**src/hw/asfde_pkg.sv**
```systemverilog
// Purpose: Shared constants and types of the audio serial FIFO and DMA event block
// Assumes: 32-bit register port, one core clock
// Notes: Thresholds sit in bits 15:8 of each FIFO control register
package asfde_pkg;
    // ==========================================
    // Register map
    localparam logic [7:0] ASFDE_RXCTL_OFS = 8'h00;
    localparam logic [7:0] ASFDE_TXCTL_OFS = 8'h04;
    localparam logic [7:0] ASFDE_STAT_OFS = 8'h08;
    localparam logic [7:0] ASFDE_MASK_OFS = 8'h0C;
    localparam logic [7:0] ASFDE_LEVEL_OFS = 8'h10;
    // ==========================================
    // Fields and reset values
    localparam int ASFDE_EN_BIT = 0;
    localparam int ASFDE_FLUSH_BIT = 1;
    localparam int ASFDE_THR_LSB = 8;
    localparam int ASFDE_THR_MSB = 15;
    localparam int ASFDE_TXLVL_LSB = 16;
    localparam logic [8:0] ASFDE_CTL_RST = 9'h000;
    localparam logic [3:0] ASFDE_STAT_RST = 4'h0;
    localparam logic [3:0] ASFDE_MASK_RST = 4'h0;
    localparam int ASFDE_DEPTH = 64;
    localparam int ASFDE_DATA_W = 32;
    localparam logic [7:0] ASFDE_PEND_MAX = 8'hFF;

    // ==========================================
    // Types
    typedef struct packed {
        logic [7:0] thr;
        logic en;
    } asfde_cfg_t;

    typedef struct packed {
        logic tx_evt;
        logic rx_evt;
        logic tx_unf;
        logic rx_ovf;
    } asfde_stat_t;

    // Word counter step: wraps to zero and flags when threshold is reached
    function automatic logic [8:0] asfde_step(input logic [7:0] cnt, input logic [7:0] thr, input logic hit);
        if (!hit || thr == 8'h00) begin
            return {1'b0, cnt};
        end
        if (cnt + 8'h01 >= thr) begin
            return {1'b1, 8'h00};
        end
        return {1'b0, cnt + 8'h01};
    endfunction

    // Pending event count: a set and a clear together cancel
    function automatic logic [7:0] asfde_pend(input logic [7:0] p, input logic set, input logic clr);
        case ({set, clr})
            2'b10: return (p == ASFDE_PEND_MAX) ? p : p + 8'h01;
            2'b01: return (p == 8'h00) ? p : p - 8'h01;
            default: return p;
        endcase
    endfunction
endpackage

```
**src/hw/asfde_fifo.sv**
```systemverilog
// Purpose: Word FIFO with registered read data and flush
// Assumes: Caller never relies on writes when full or reads when empty
// Notes: Count is exact; full and empty come from it
`timescale 1ns/10ps
module asfde_fifo #(
    parameter int DW = 32,
    parameter int DEPTH = 64
) (
    input wire logic clk_in,
    input wire logic rst_n_in,
    input wire logic flush_in,
    input wire logic wr_in,
    input wire logic [DW-1:0] wr_data_in,
    input wire logic rd_in,
    output logic [DW-1:0] rd_data_out,
    output logic [$clog2(DEPTH):0] count_out,
    output logic full_out,
    output logic empty_out
);
    localparam int PW = $clog2(DEPTH);

    logic [DW-1:0] mem_q [DEPTH];
    logic [PW-1:0] wp_q;
    logic [PW-1:0] rp_q;
    logic [PW:0] cnt_q;
    logic [DW-1:0] rd_q;
    wire do_wr = wr_in && !full_out;
    wire do_rd = rd_in && !empty_out;

    assign full_out = (cnt_q == PW'(0) + (PW+1)'(DEPTH));
    assign empty_out = (cnt_q == '0);
    assign count_out = cnt_q;
    assign rd_data_out = rd_q;

    always_ff @(posedge clk_in) begin
        if (do_wr) begin
            mem_q[wp_q] <= wr_data_in;
        end
    end

    always_ff @(posedge clk_in or negedge rst_n_in) begin
        if (!rst_n_in) begin
            wp_q <= '0;
            rp_q <= '0;
            cnt_q <= '0;
            rd_q <= '0;
        end else if (flush_in) begin
            wp_q <= '0;
            rp_q <= '0;
            cnt_q <= '0;
        end else begin
            if (do_wr) begin
                wp_q <= wp_q + PW'(1);
            end
            if (do_rd) begin
                rp_q <= rp_q + PW'(1);
                rd_q <= mem_q[rp_q];
            end
            cnt_q <= cnt_q + (PW+1)'(do_wr) - (PW+1)'(do_rd);
        end
    end
endmodule

```
**src/hw/asfde_top.sv**
```systemverilog
// Purpose: Receive and transmit FIFOs of a serial audio port with DMA level events
// Assumes: Serializer strobes and DMA strobes come from logic on core_clk_in
// Notes: Pending events are counted, so a set and clear together never drop an event
`timescale 1ns/10ps
module asfde_top
    import asfde_pkg::*;
#(
    parameter int DW = ASFDE_DATA_W,
    parameter int DEPTH = ASFDE_DEPTH
) (
    input wire logic core_clk_in,
    input wire logic rst_n_in,
    input wire logic [7:0] reg_addr_in,
    input wire logic [31:0] reg_wdata_in,
    input wire logic reg_wr_in,
    input wire logic reg_rd_in,
    output logic [31:0] reg_rdata_out,
    input wire logic pin_rx_valid_in,
    input wire logic [DW-1:0] pin_rx_data_in,
    input wire logic pin_tx_req_in,
    output logic [DW-1:0] pin_tx_data_out,
    input wire logic dma_rx_rd_in,
    output logic [DW-1:0] dma_rx_data_out,
    input wire logic dma_tx_wr_in,
    input wire logic [DW-1:0] dma_tx_data_in,
    output logic rx_event_out,
    output logic tx_event_out,
    output logic irq_out
);
    localparam int CW = $clog2(DEPTH) + 1;

    // ==========================================
    // Register decode
    wire wr_rxctl = reg_wr_in && (reg_addr_in == ASFDE_RXCTL_OFS);
    wire wr_txctl = reg_wr_in && (reg_addr_in == ASFDE_TXCTL_OFS);
    wire wr_mask = reg_wr_in && (reg_addr_in == ASFDE_MASK_OFS);
    wire rd_stat = reg_rd_in && (reg_addr_in == ASFDE_STAT_OFS);
    wire rx_flush = wr_rxctl && reg_wdata_in[ASFDE_FLUSH_BIT];
    wire tx_flush = wr_txctl && reg_wdata_in[ASFDE_FLUSH_BIT];

    asfde_cfg_t rx_cfg_q;
    asfde_cfg_t tx_cfg_q;
    asfde_stat_t stat_q;
    asfde_stat_t stat_d;
    asfde_stat_t mask_q;
    asfde_stat_t mask_d;
    asfde_cfg_t wcfg;

    assign wcfg.thr = reg_wdata_in[ASFDE_THR_MSB:ASFDE_THR_LSB];
    assign wcfg.en = reg_wdata_in[ASFDE_EN_BIT];
    assign mask_d = wr_mask ? asfde_stat_t'(reg_wdata_in[3:0]) : mask_q;

    always_ff @(posedge core_clk_in or negedge rst_n_in) begin
        if (!rst_n_in) begin
            rx_cfg_q <= asfde_cfg_t'(ASFDE_CTL_RST);
            tx_cfg_q <= asfde_cfg_t'(ASFDE_CTL_RST);
            mask_q <= asfde_stat_t'(ASFDE_MASK_RST);
        end else begin
            if (wr_rxctl) begin
                rx_cfg_q <= wcfg;
            end
            if (wr_txctl) begin
                tx_cfg_q <= wcfg;
            end
            mask_q <= mask_d;
        end
    end

    // ==========================================
    // FIFO storage
    logic [CW-1:0] rx_cnt;
    logic [CW-1:0] tx_cnt;
    logic rx_full;
    logic rx_empty;
    logic tx_full;
    logic tx_empty;

    wire rx_pin_try = pin_rx_valid_in && rx_cfg_q.en;
    wire tx_pin_try = pin_tx_req_in && tx_cfg_q.en;
    wire rx_pin_hit = rx_pin_try && !rx_full;
    wire tx_pin_hit = tx_pin_try && !tx_empty;
    wire rx_dma_hit = dma_rx_rd_in && !rx_empty;
    wire tx_dma_hit = dma_tx_wr_in && !tx_full;
    wire rx_ovf = rx_pin_try && rx_full;
    wire tx_unf = tx_pin_try && tx_empty;

    // Receive path: pins fill, DMA drains
    asfde_fifo #(
        .DW(DW),
        .DEPTH(DEPTH)
    ) u_rx_fifo (
        .clk_in(core_clk_in),
        .rst_n_in(rst_n_in),
        .flush_in(rx_flush),
        .wr_in(rx_pin_hit),
        .wr_data_in(pin_rx_data_in),
        .rd_in(dma_rx_rd_in),
        .rd_data_out(dma_rx_data_out),
        .count_out(rx_cnt),
        .full_out(rx_full),
        .empty_out(rx_empty)
    );

    // Transmit path: DMA fills, pins drain
    asfde_fifo #(
        .DW(DW),
        .DEPTH(DEPTH)
    ) u_tx_fifo (
        .clk_in(core_clk_in),
        .rst_n_in(rst_n_in),
        .flush_in(tx_flush),
        .wr_in(tx_dma_hit),
        .wr_data_in(dma_tx_data_in),
        .rd_in(tx_pin_hit),
        .rd_data_out(pin_tx_data_out),
        .count_out(tx_cnt),
        .full_out(tx_full),
        .empty_out(tx_empty)
    );

    // ==========================================
    // Threshold word counters
    logic [7:0] rx_set_cnt_q;
    logic [7:0] rx_clr_cnt_q;
    logic [7:0] tx_set_cnt_q;
    logic [7:0] tx_clr_cnt_q;
    logic [8:0] rx_set_st;
    logic [8:0] rx_clr_st;
    logic [8:0] tx_set_st;
    logic [8:0] tx_clr_st;

    assign rx_set_st = asfde_step(rx_set_cnt_q, rx_cfg_q.thr, rx_pin_hit);
    assign rx_clr_st = asfde_step(rx_clr_cnt_q, rx_cfg_q.thr, rx_dma_hit);
    assign tx_set_st = asfde_step(tx_set_cnt_q, tx_cfg_q.thr, tx_pin_hit);
    assign tx_clr_st = asfde_step(tx_clr_cnt_q, tx_cfg_q.thr, tx_dma_hit);

    wire rx_set = rx_set_st[8];
    wire rx_clr = rx_clr_st[8];
    // Transmit enable rising asks DMA for the first block, unless the same write sets the flush bit
    wire tx_start = wr_txctl && wcfg.en && !tx_cfg_q.en;
    wire tx_set = tx_set_st[8] || tx_start;
    wire tx_clr = tx_clr_st[8];

    always_ff @(posedge core_clk_in or negedge rst_n_in) begin
        if (!rst_n_in) begin
            rx_set_cnt_q <= 8'h00;
            rx_clr_cnt_q <= 8'h00;
            tx_set_cnt_q <= 8'h00;
            tx_clr_cnt_q <= 8'h00;
        end else begin
            rx_set_cnt_q <= rx_flush ? 8'h00 : rx_set_st[7:0];
            rx_clr_cnt_q <= rx_flush ? 8'h00 : rx_clr_st[7:0];
            tx_set_cnt_q <= tx_flush ? 8'h00 : tx_set_st[7:0];
            tx_clr_cnt_q <= tx_flush ? 8'h00 : tx_clr_st[7:0];
        end
    end

    // ==========================================
    // Pending events towards the DMA controller
    logic [7:0] rx_pend_q;
    logic [7:0] tx_pend_q;
    logic [7:0] rx_pend_d;
    logic [7:0] tx_pend_d;

    assign rx_pend_d = rx_flush ? 8'h00 : asfde_pend(rx_pend_q, rx_set, rx_clr);
    assign tx_pend_d = tx_flush ? 8'h00 : asfde_pend(tx_pend_q, tx_set, tx_clr);

    always_ff @(posedge core_clk_in or negedge rst_n_in) begin
        if (!rst_n_in) begin
            rx_pend_q <= 8'h00;
            tx_pend_q <= 8'h00;
            rx_event_out <= 1'b0;
            tx_event_out <= 1'b0;
        end else begin
            rx_pend_q <= rx_pend_d;
            tx_pend_q <= tx_pend_d;
            rx_event_out <= (rx_pend_d != 8'h00);
            tx_event_out <= (tx_pend_d != 8'h00);
        end
    end

    // ==========================================
    // Sticky status, mask and interrupt
    asfde_stat_t stat_set;

    assign stat_set.rx_ovf = rx_ovf;
    assign stat_set.tx_unf = tx_unf;
    assign stat_set.rx_evt = rx_set;
    assign stat_set.tx_evt = tx_set;
    // Hardware set wins over the read clear
    assign stat_d = (rd_stat ? asfde_stat_t'(4'h0) : stat_q) | stat_set;

    always_ff @(posedge core_clk_in or negedge rst_n_in) begin
        if (!rst_n_in) begin
            stat_q <= asfde_stat_t'(ASFDE_STAT_RST);
            irq_out <= 1'b0;
        end else begin
            stat_q <= stat_d;
            irq_out <= |(stat_d & mask_d);
        end
    end

    // ==========================================
    // Read data, one cycle after the strobe
    logic [31:0] rdata_d;

    always_comb begin
        rdata_d = 32'h0000_0000;
        case (reg_addr_in)
            ASFDE_RXCTL_OFS: rdata_d = {16'h0000, rx_cfg_q.thr, 7'h00, rx_cfg_q.en};
            ASFDE_TXCTL_OFS: rdata_d = {16'h0000, tx_cfg_q.thr, 7'h00, tx_cfg_q.en};
            ASFDE_STAT_OFS: rdata_d = {28'h0000000, stat_q};
            ASFDE_MASK_OFS: rdata_d = {28'h0000000, mask_q};
            ASFDE_LEVEL_OFS: rdata_d = {(16-CW)'(0), tx_cnt, (16-CW)'(0), rx_cnt};
            default: rdata_d = 32'h0000_0000;
        endcase
    end

    always_ff @(posedge core_clk_in or negedge rst_n_in) begin
        if (!rst_n_in) begin
            reg_rdata_out <= 32'h0000_0000;
        end else if (reg_rd_in) begin
            reg_rdata_out <= rdata_d;
        end else begin
            reg_rdata_out <= 32'h0000_0000;
        end
    end
endmodule

```
**config.mk**
```make
export PLATFORM = sky130hd
export DESIGN_NAME = asfde_top
export DESIGN_NICKNAME = d
export VERILOG_FILES = /design/src/hw/asfde_pkg.sv /design/src/hw/asfde_fifo.sv /design/src/hw/asfde_top.sv
export SDC_FILE = /design/constraint.sdc
export NUM_CORES = 2
export LEC_CHECK = 0
export BUFFER_PORTS_ARGS = -buffer_cell sky130_fd_sc_hd__buf_2
export CORE_ASPECT_RATIO = 1.2
export CORE_MARGIN = 2
export CORE_UTILIZATION = 30
export CTS_CLUSTER_SIZE = 20
export DETAILED_ROUTE_END_ITERATION = 6
export SKIP_CTS_REPAIR_TIMING = 1
export SLEW_MARGIN = 20
export SYNTH_ARGS = -nofsm -noshare
export SYNTH_HDL_FRONTEND = slang
export SYNTH_SLANG_ARGS = --single-unit
```
**constraint.sdc**
```tcl
create_clock -name core_clk_in -period 4.8 [get_ports core_clk_in]
set_clock_uncertainty 0.15 [all_clocks]
set_input_delay 0.96 -clock core_clk_in [delete_from_list [all_inputs] [get_ports core_clk_in]]
set_output_delay 0.96 -clock core_clk_in [all_outputs]
set_load 0.01 [all_outputs]
```
==> results.json <==
{
  "wire_per_inst_um": 25.3,
  "grt_max_degree": 141,
  "synth.cells.most_frequent": "edfxtp_1, mux4_2, mux2i_1, clkbuf_1, nor2_1",
  "clock_tree.root_cell": "clkbuf_16",
  "first_global_vias": 82300,
  "start_to_end_type_of_the_worst_setup_path": "flop to flop",
  "core.rowCount": 299,
  "num-nets-final": 8242,
  "worst_slack_ns": 0.314,
  "achievable-frequency_ghz": 0.223,
  "post_synth_fa_ha_maj_area_fraction_pct": 0.537,
  "synth_simple_gate_area_share_pct": 1.72,
  "numPlacedInstances": 15000,
  "finalCritPeriodShare_pct": 93.5,
  "setup.reg_to_reg.worst_slack_ns": 0.31,
  "crit_fanout": 6,
  "max-vdd-ir-drop_mv": 0.500,
  "worst_r2r_path_depth": 18,
  "cts_num_sinks": 4297,
  "die_w_um": 683,
  "worst_setup_path_start_kind": "flop",
  "grt_pass1_wl_um": 577000,
  "cp_data_required_time_ns": 5.48,
  "h-tree-depth": 5,
  "report.final.hold_viol_count": 0,
  "setup-violations-final": 0,
  "dr.first_iter.drc_count": 7663,
  "mappedNetlistArea_mm2": 0.166,
  "worst_pin_slew_ns": 1.14,
  "fillers": 50500,
  "crit_arrival_ns": 5.16,
  "drt_wl_total_um": 400000,
  "grt.met3_usage_pct": 1.98,
  "avgViaCountPerCell": 5.00,
  "clk_latency_ns": 1.03,
  "worst_setup_hold_path_clk_slew_ns": 0.06,
  "initial_utilization_pct": 30.1,
  "leading_cell_type_by_number_of_instances_after_synthesis": "edfxtp_1",
  "yosysTopAreaCellShare_pct": 74.1,
  "global_route.usage.total_pct": 13.8,
  "static-leakage-power_nw": 60.0,
  "status": "finished, final reports clean",
  "synth-compound-area-share_pct": 2.87,
  "start_point_of_the_critical_path": "rx_set_cnt_q[2]",
  "final_cells": 15800,
  "drtAntennaViolNets": 0,
  "postSynth.asyncResetShare_pct": 4.68,
  "synth_xor_xnor_area_share_pct": 0.253,
  "final_layout_size_suffix_gt1_share_pct": 27.8,
  "synthTopCellsByArea": "edfxtp_1, mux4_2, dfrtp_1",
  "io-pin-count": 211,
  "drt_pass1_iterations": 6,
  "worst_r2r_dst": "rx_event_out",
  "cp-endpoint": "rx_event_out",
  "proportion_of_synthesized_area_in_mux_cells_pct": 16.3,
  "worstReg2RegStart": "rx_set_cnt_q[2]",
  "synth-edff-count": 4096,
  "grt_overflow": 0,
  "drc_errors": 0,
  "post_synthesis_sequential_area_ratio_pct": 77.1,
  "synth-main-ff-cell": "edfxtp_1",
  "ctsLongestPathBuffers": 4,
  "syn-mean-instance-area_um2": 21.9,
  "cp_endpoint_kind": "flop",
  "hpwl_um": 238000,
  "synth_top_family_by_area": "multiplexers",
  "timing.final.max_slew_violations": 0,
  "layout_min_cycle_time_ns": 4.49,
  "die_h_um": 819,
  "tritoncts.num_buffers": 419,
  "place_worst_setup_slack_ns": 0.291,
  "cap_violations": 0,
  "holdCritPathClass": "input pin to flop",
  "syn_to_final_growth_pct": 15.7,
  "global_route.usage.met1_pct": 17.3,
  "yosys_register_bits": 4297,
  "postSynthCellCount": 7575,
  "grt.met2_usage_pct": 25.0,
  "synth.distinct_cells": 69,
  "synth_area_leader_cell": "edfxtp_1",
  "final_core_util_pct": 34.8,
  "busiest_layer": "met2",
  "synthesis.yosys.warnings": 0,
  "place_congestion": 0.799,
  "tritoncts": "built",
  "power_density_mw_per_mm2": 519,
  "vias": 79000,
  "io_buffers": 180,
  "core-area_mm2": 0.552,
  "grt_antenna_before_repair": 36,
  "max_slew_margin_pct": 23.9,
  "fp.dieArea_mm2": 0.559
}
worst max-delay path, stage by stage, from the launching register on:
cell and delay [ns]:
dfrtp_1 0.42, and3_1 0.21, nand3_1 0.14, and2_1 0.20, or2_2 0.30, ha_1 0.31
a21o_1 0.17, a21oi_1 0.15, o211ai_1 0.14, a21oi_1 0.23, or2_2 0.16, inv_1 0.05
ha_1 0.29, inv_1 0.09, nand2_1 0.14, a211oi_1 0.10, a2111oi_2 0.43, o2111ai_1 0.18
or4b_1 0.50
flip-flops by register name, indices dropped and copies added (netlist names), 6 cells and up:
signal                 count
tx_cfg_q                   9
u_rx_fifo.mem_q         2048
u_tx_fifo.count_out        7
tx_clr_cnt_q               8
tx_set_cnt_q               8
rx_pend_q                  8
u_rx_fifo.wp_q             6
u_tx_fifo.mem_q         2048
u_tx_fifo.rd_data_out     32
rx_set_cnt_q               8
u_rx_fifo.rp_q             6
rx_cfg_q                   9
u_rx_fifo.count_out        7
tx_pend_q                  8
u_tx_fifo.rp_q             6
rx_clr_cnt_q               8
u_rx_fifo.rd_data_out     32
u_tx_fifo.wp_q             6
reg_rdata_out             22
per-stage QoR:
stage / TNS [ns] / total power [mW] / hold slack (ns) / instance area, um2
after floorplan: 0 / 60.2 / 0.331 / 166000
after global placement: 0 / 67.9 / 0.324 / 178000
after detailed placement: 0 / 68.4 / 0.323 / 178000
after CTS: 0 / 101 / -0.262 / 192000
after global routing: -0.0485 / 103 / 0.0809 / 192000
final: 0 / 99.6 / 0.111 / 192000
worst min path at each step:
stage | start | to | slack (ns) | cells past startpoint
finish | reg_wdata_in[12] | rx_cfg_q[5] | 0.11 | 3
CTS | rst_n_in | u_rx_fifo.rd_data_out[27] | -0.26 | 1
floorplan | stat_q[0] | stat_q[0] | 0.33 | 1
detailed placement | u_tx_fifo.rd_data_out[17] | u_tx_fifo.rd_data_out[17] | 0.32 | 2
global placement | u_tx_fifo.rd_data_out[28] | u_tx_fifo.rd_data_out[28] | 0.32 | 1
global route | reg_wdata_in[12] | rx_cfg_q[5] | 0.08 | 3
report_power, final:
part           total [mW]  switching (mW)  internal [mW]
Sequential           43.2            1.04           42.1
Combinational        24.0            12.6           11.5
Clock                32.4            14.1           18.3
Total                99.6            27.7           71.9
routing by layer:
metal	wire length, um	vias up	part of all wire, %
met3	22700	654	5.7
li1	-	33000	-
met5	0	-	0
met2	209000	2690	52
met4	11100	0	2.8
met1	158000	42700	39
layout by cell type (no fill, tap or decap), drive strengths merged, types with 15 or more instances in the layout:
cell type	netlist	layout
and2	16	16
xor2	19	19
bufinv	0	32
inv	55	67
a221o	30	30
nand3	69	69
buf	177	477
diode	0	15
mux4	1048	1048
nand4	15	15
o21ai	74	74
o221ai	127	127
xnor2	29	29
nand2b	17	17
o31ai	32	32
a21oi	109	109
clkinv	0	182
a22o	41	41
ha	68	68
o22ai	97	97
nand2	187	187
mux2	56	56
nor2	230	230
edfxtp	4096	4096
mux2i	284	284
nor3	20	20
a22oi	60	60
clkbuf	246	549
dfrtp	201	201
area by class of cell:
class / count / area, um2 / share of cell area (%)
diodes: 15 / 37.5 / 0.0195
clock buffers: 549 / 11300 / 5.86
clock inverters: 229 / 2350 / 1.22
inverters: 55 / 208 / 0.108
multi-input cells: 2809 / 37100 / 19.3
flip-flops and latches: 4297 / 128000 / 66.7
well taps: 7374 / 9230 / 4.80
repair buffers: 478 / 3890 / 2.03
logic make-up after synthesis:
group	count (synthesis)
other cells	1
buf+inv	478
xor+xnor	48
compound gates	664
mux	1388
simple gates	629
flops	4297
fa+ha+maj	70
No activity file was read; power rests on OpenSTA's default activity.
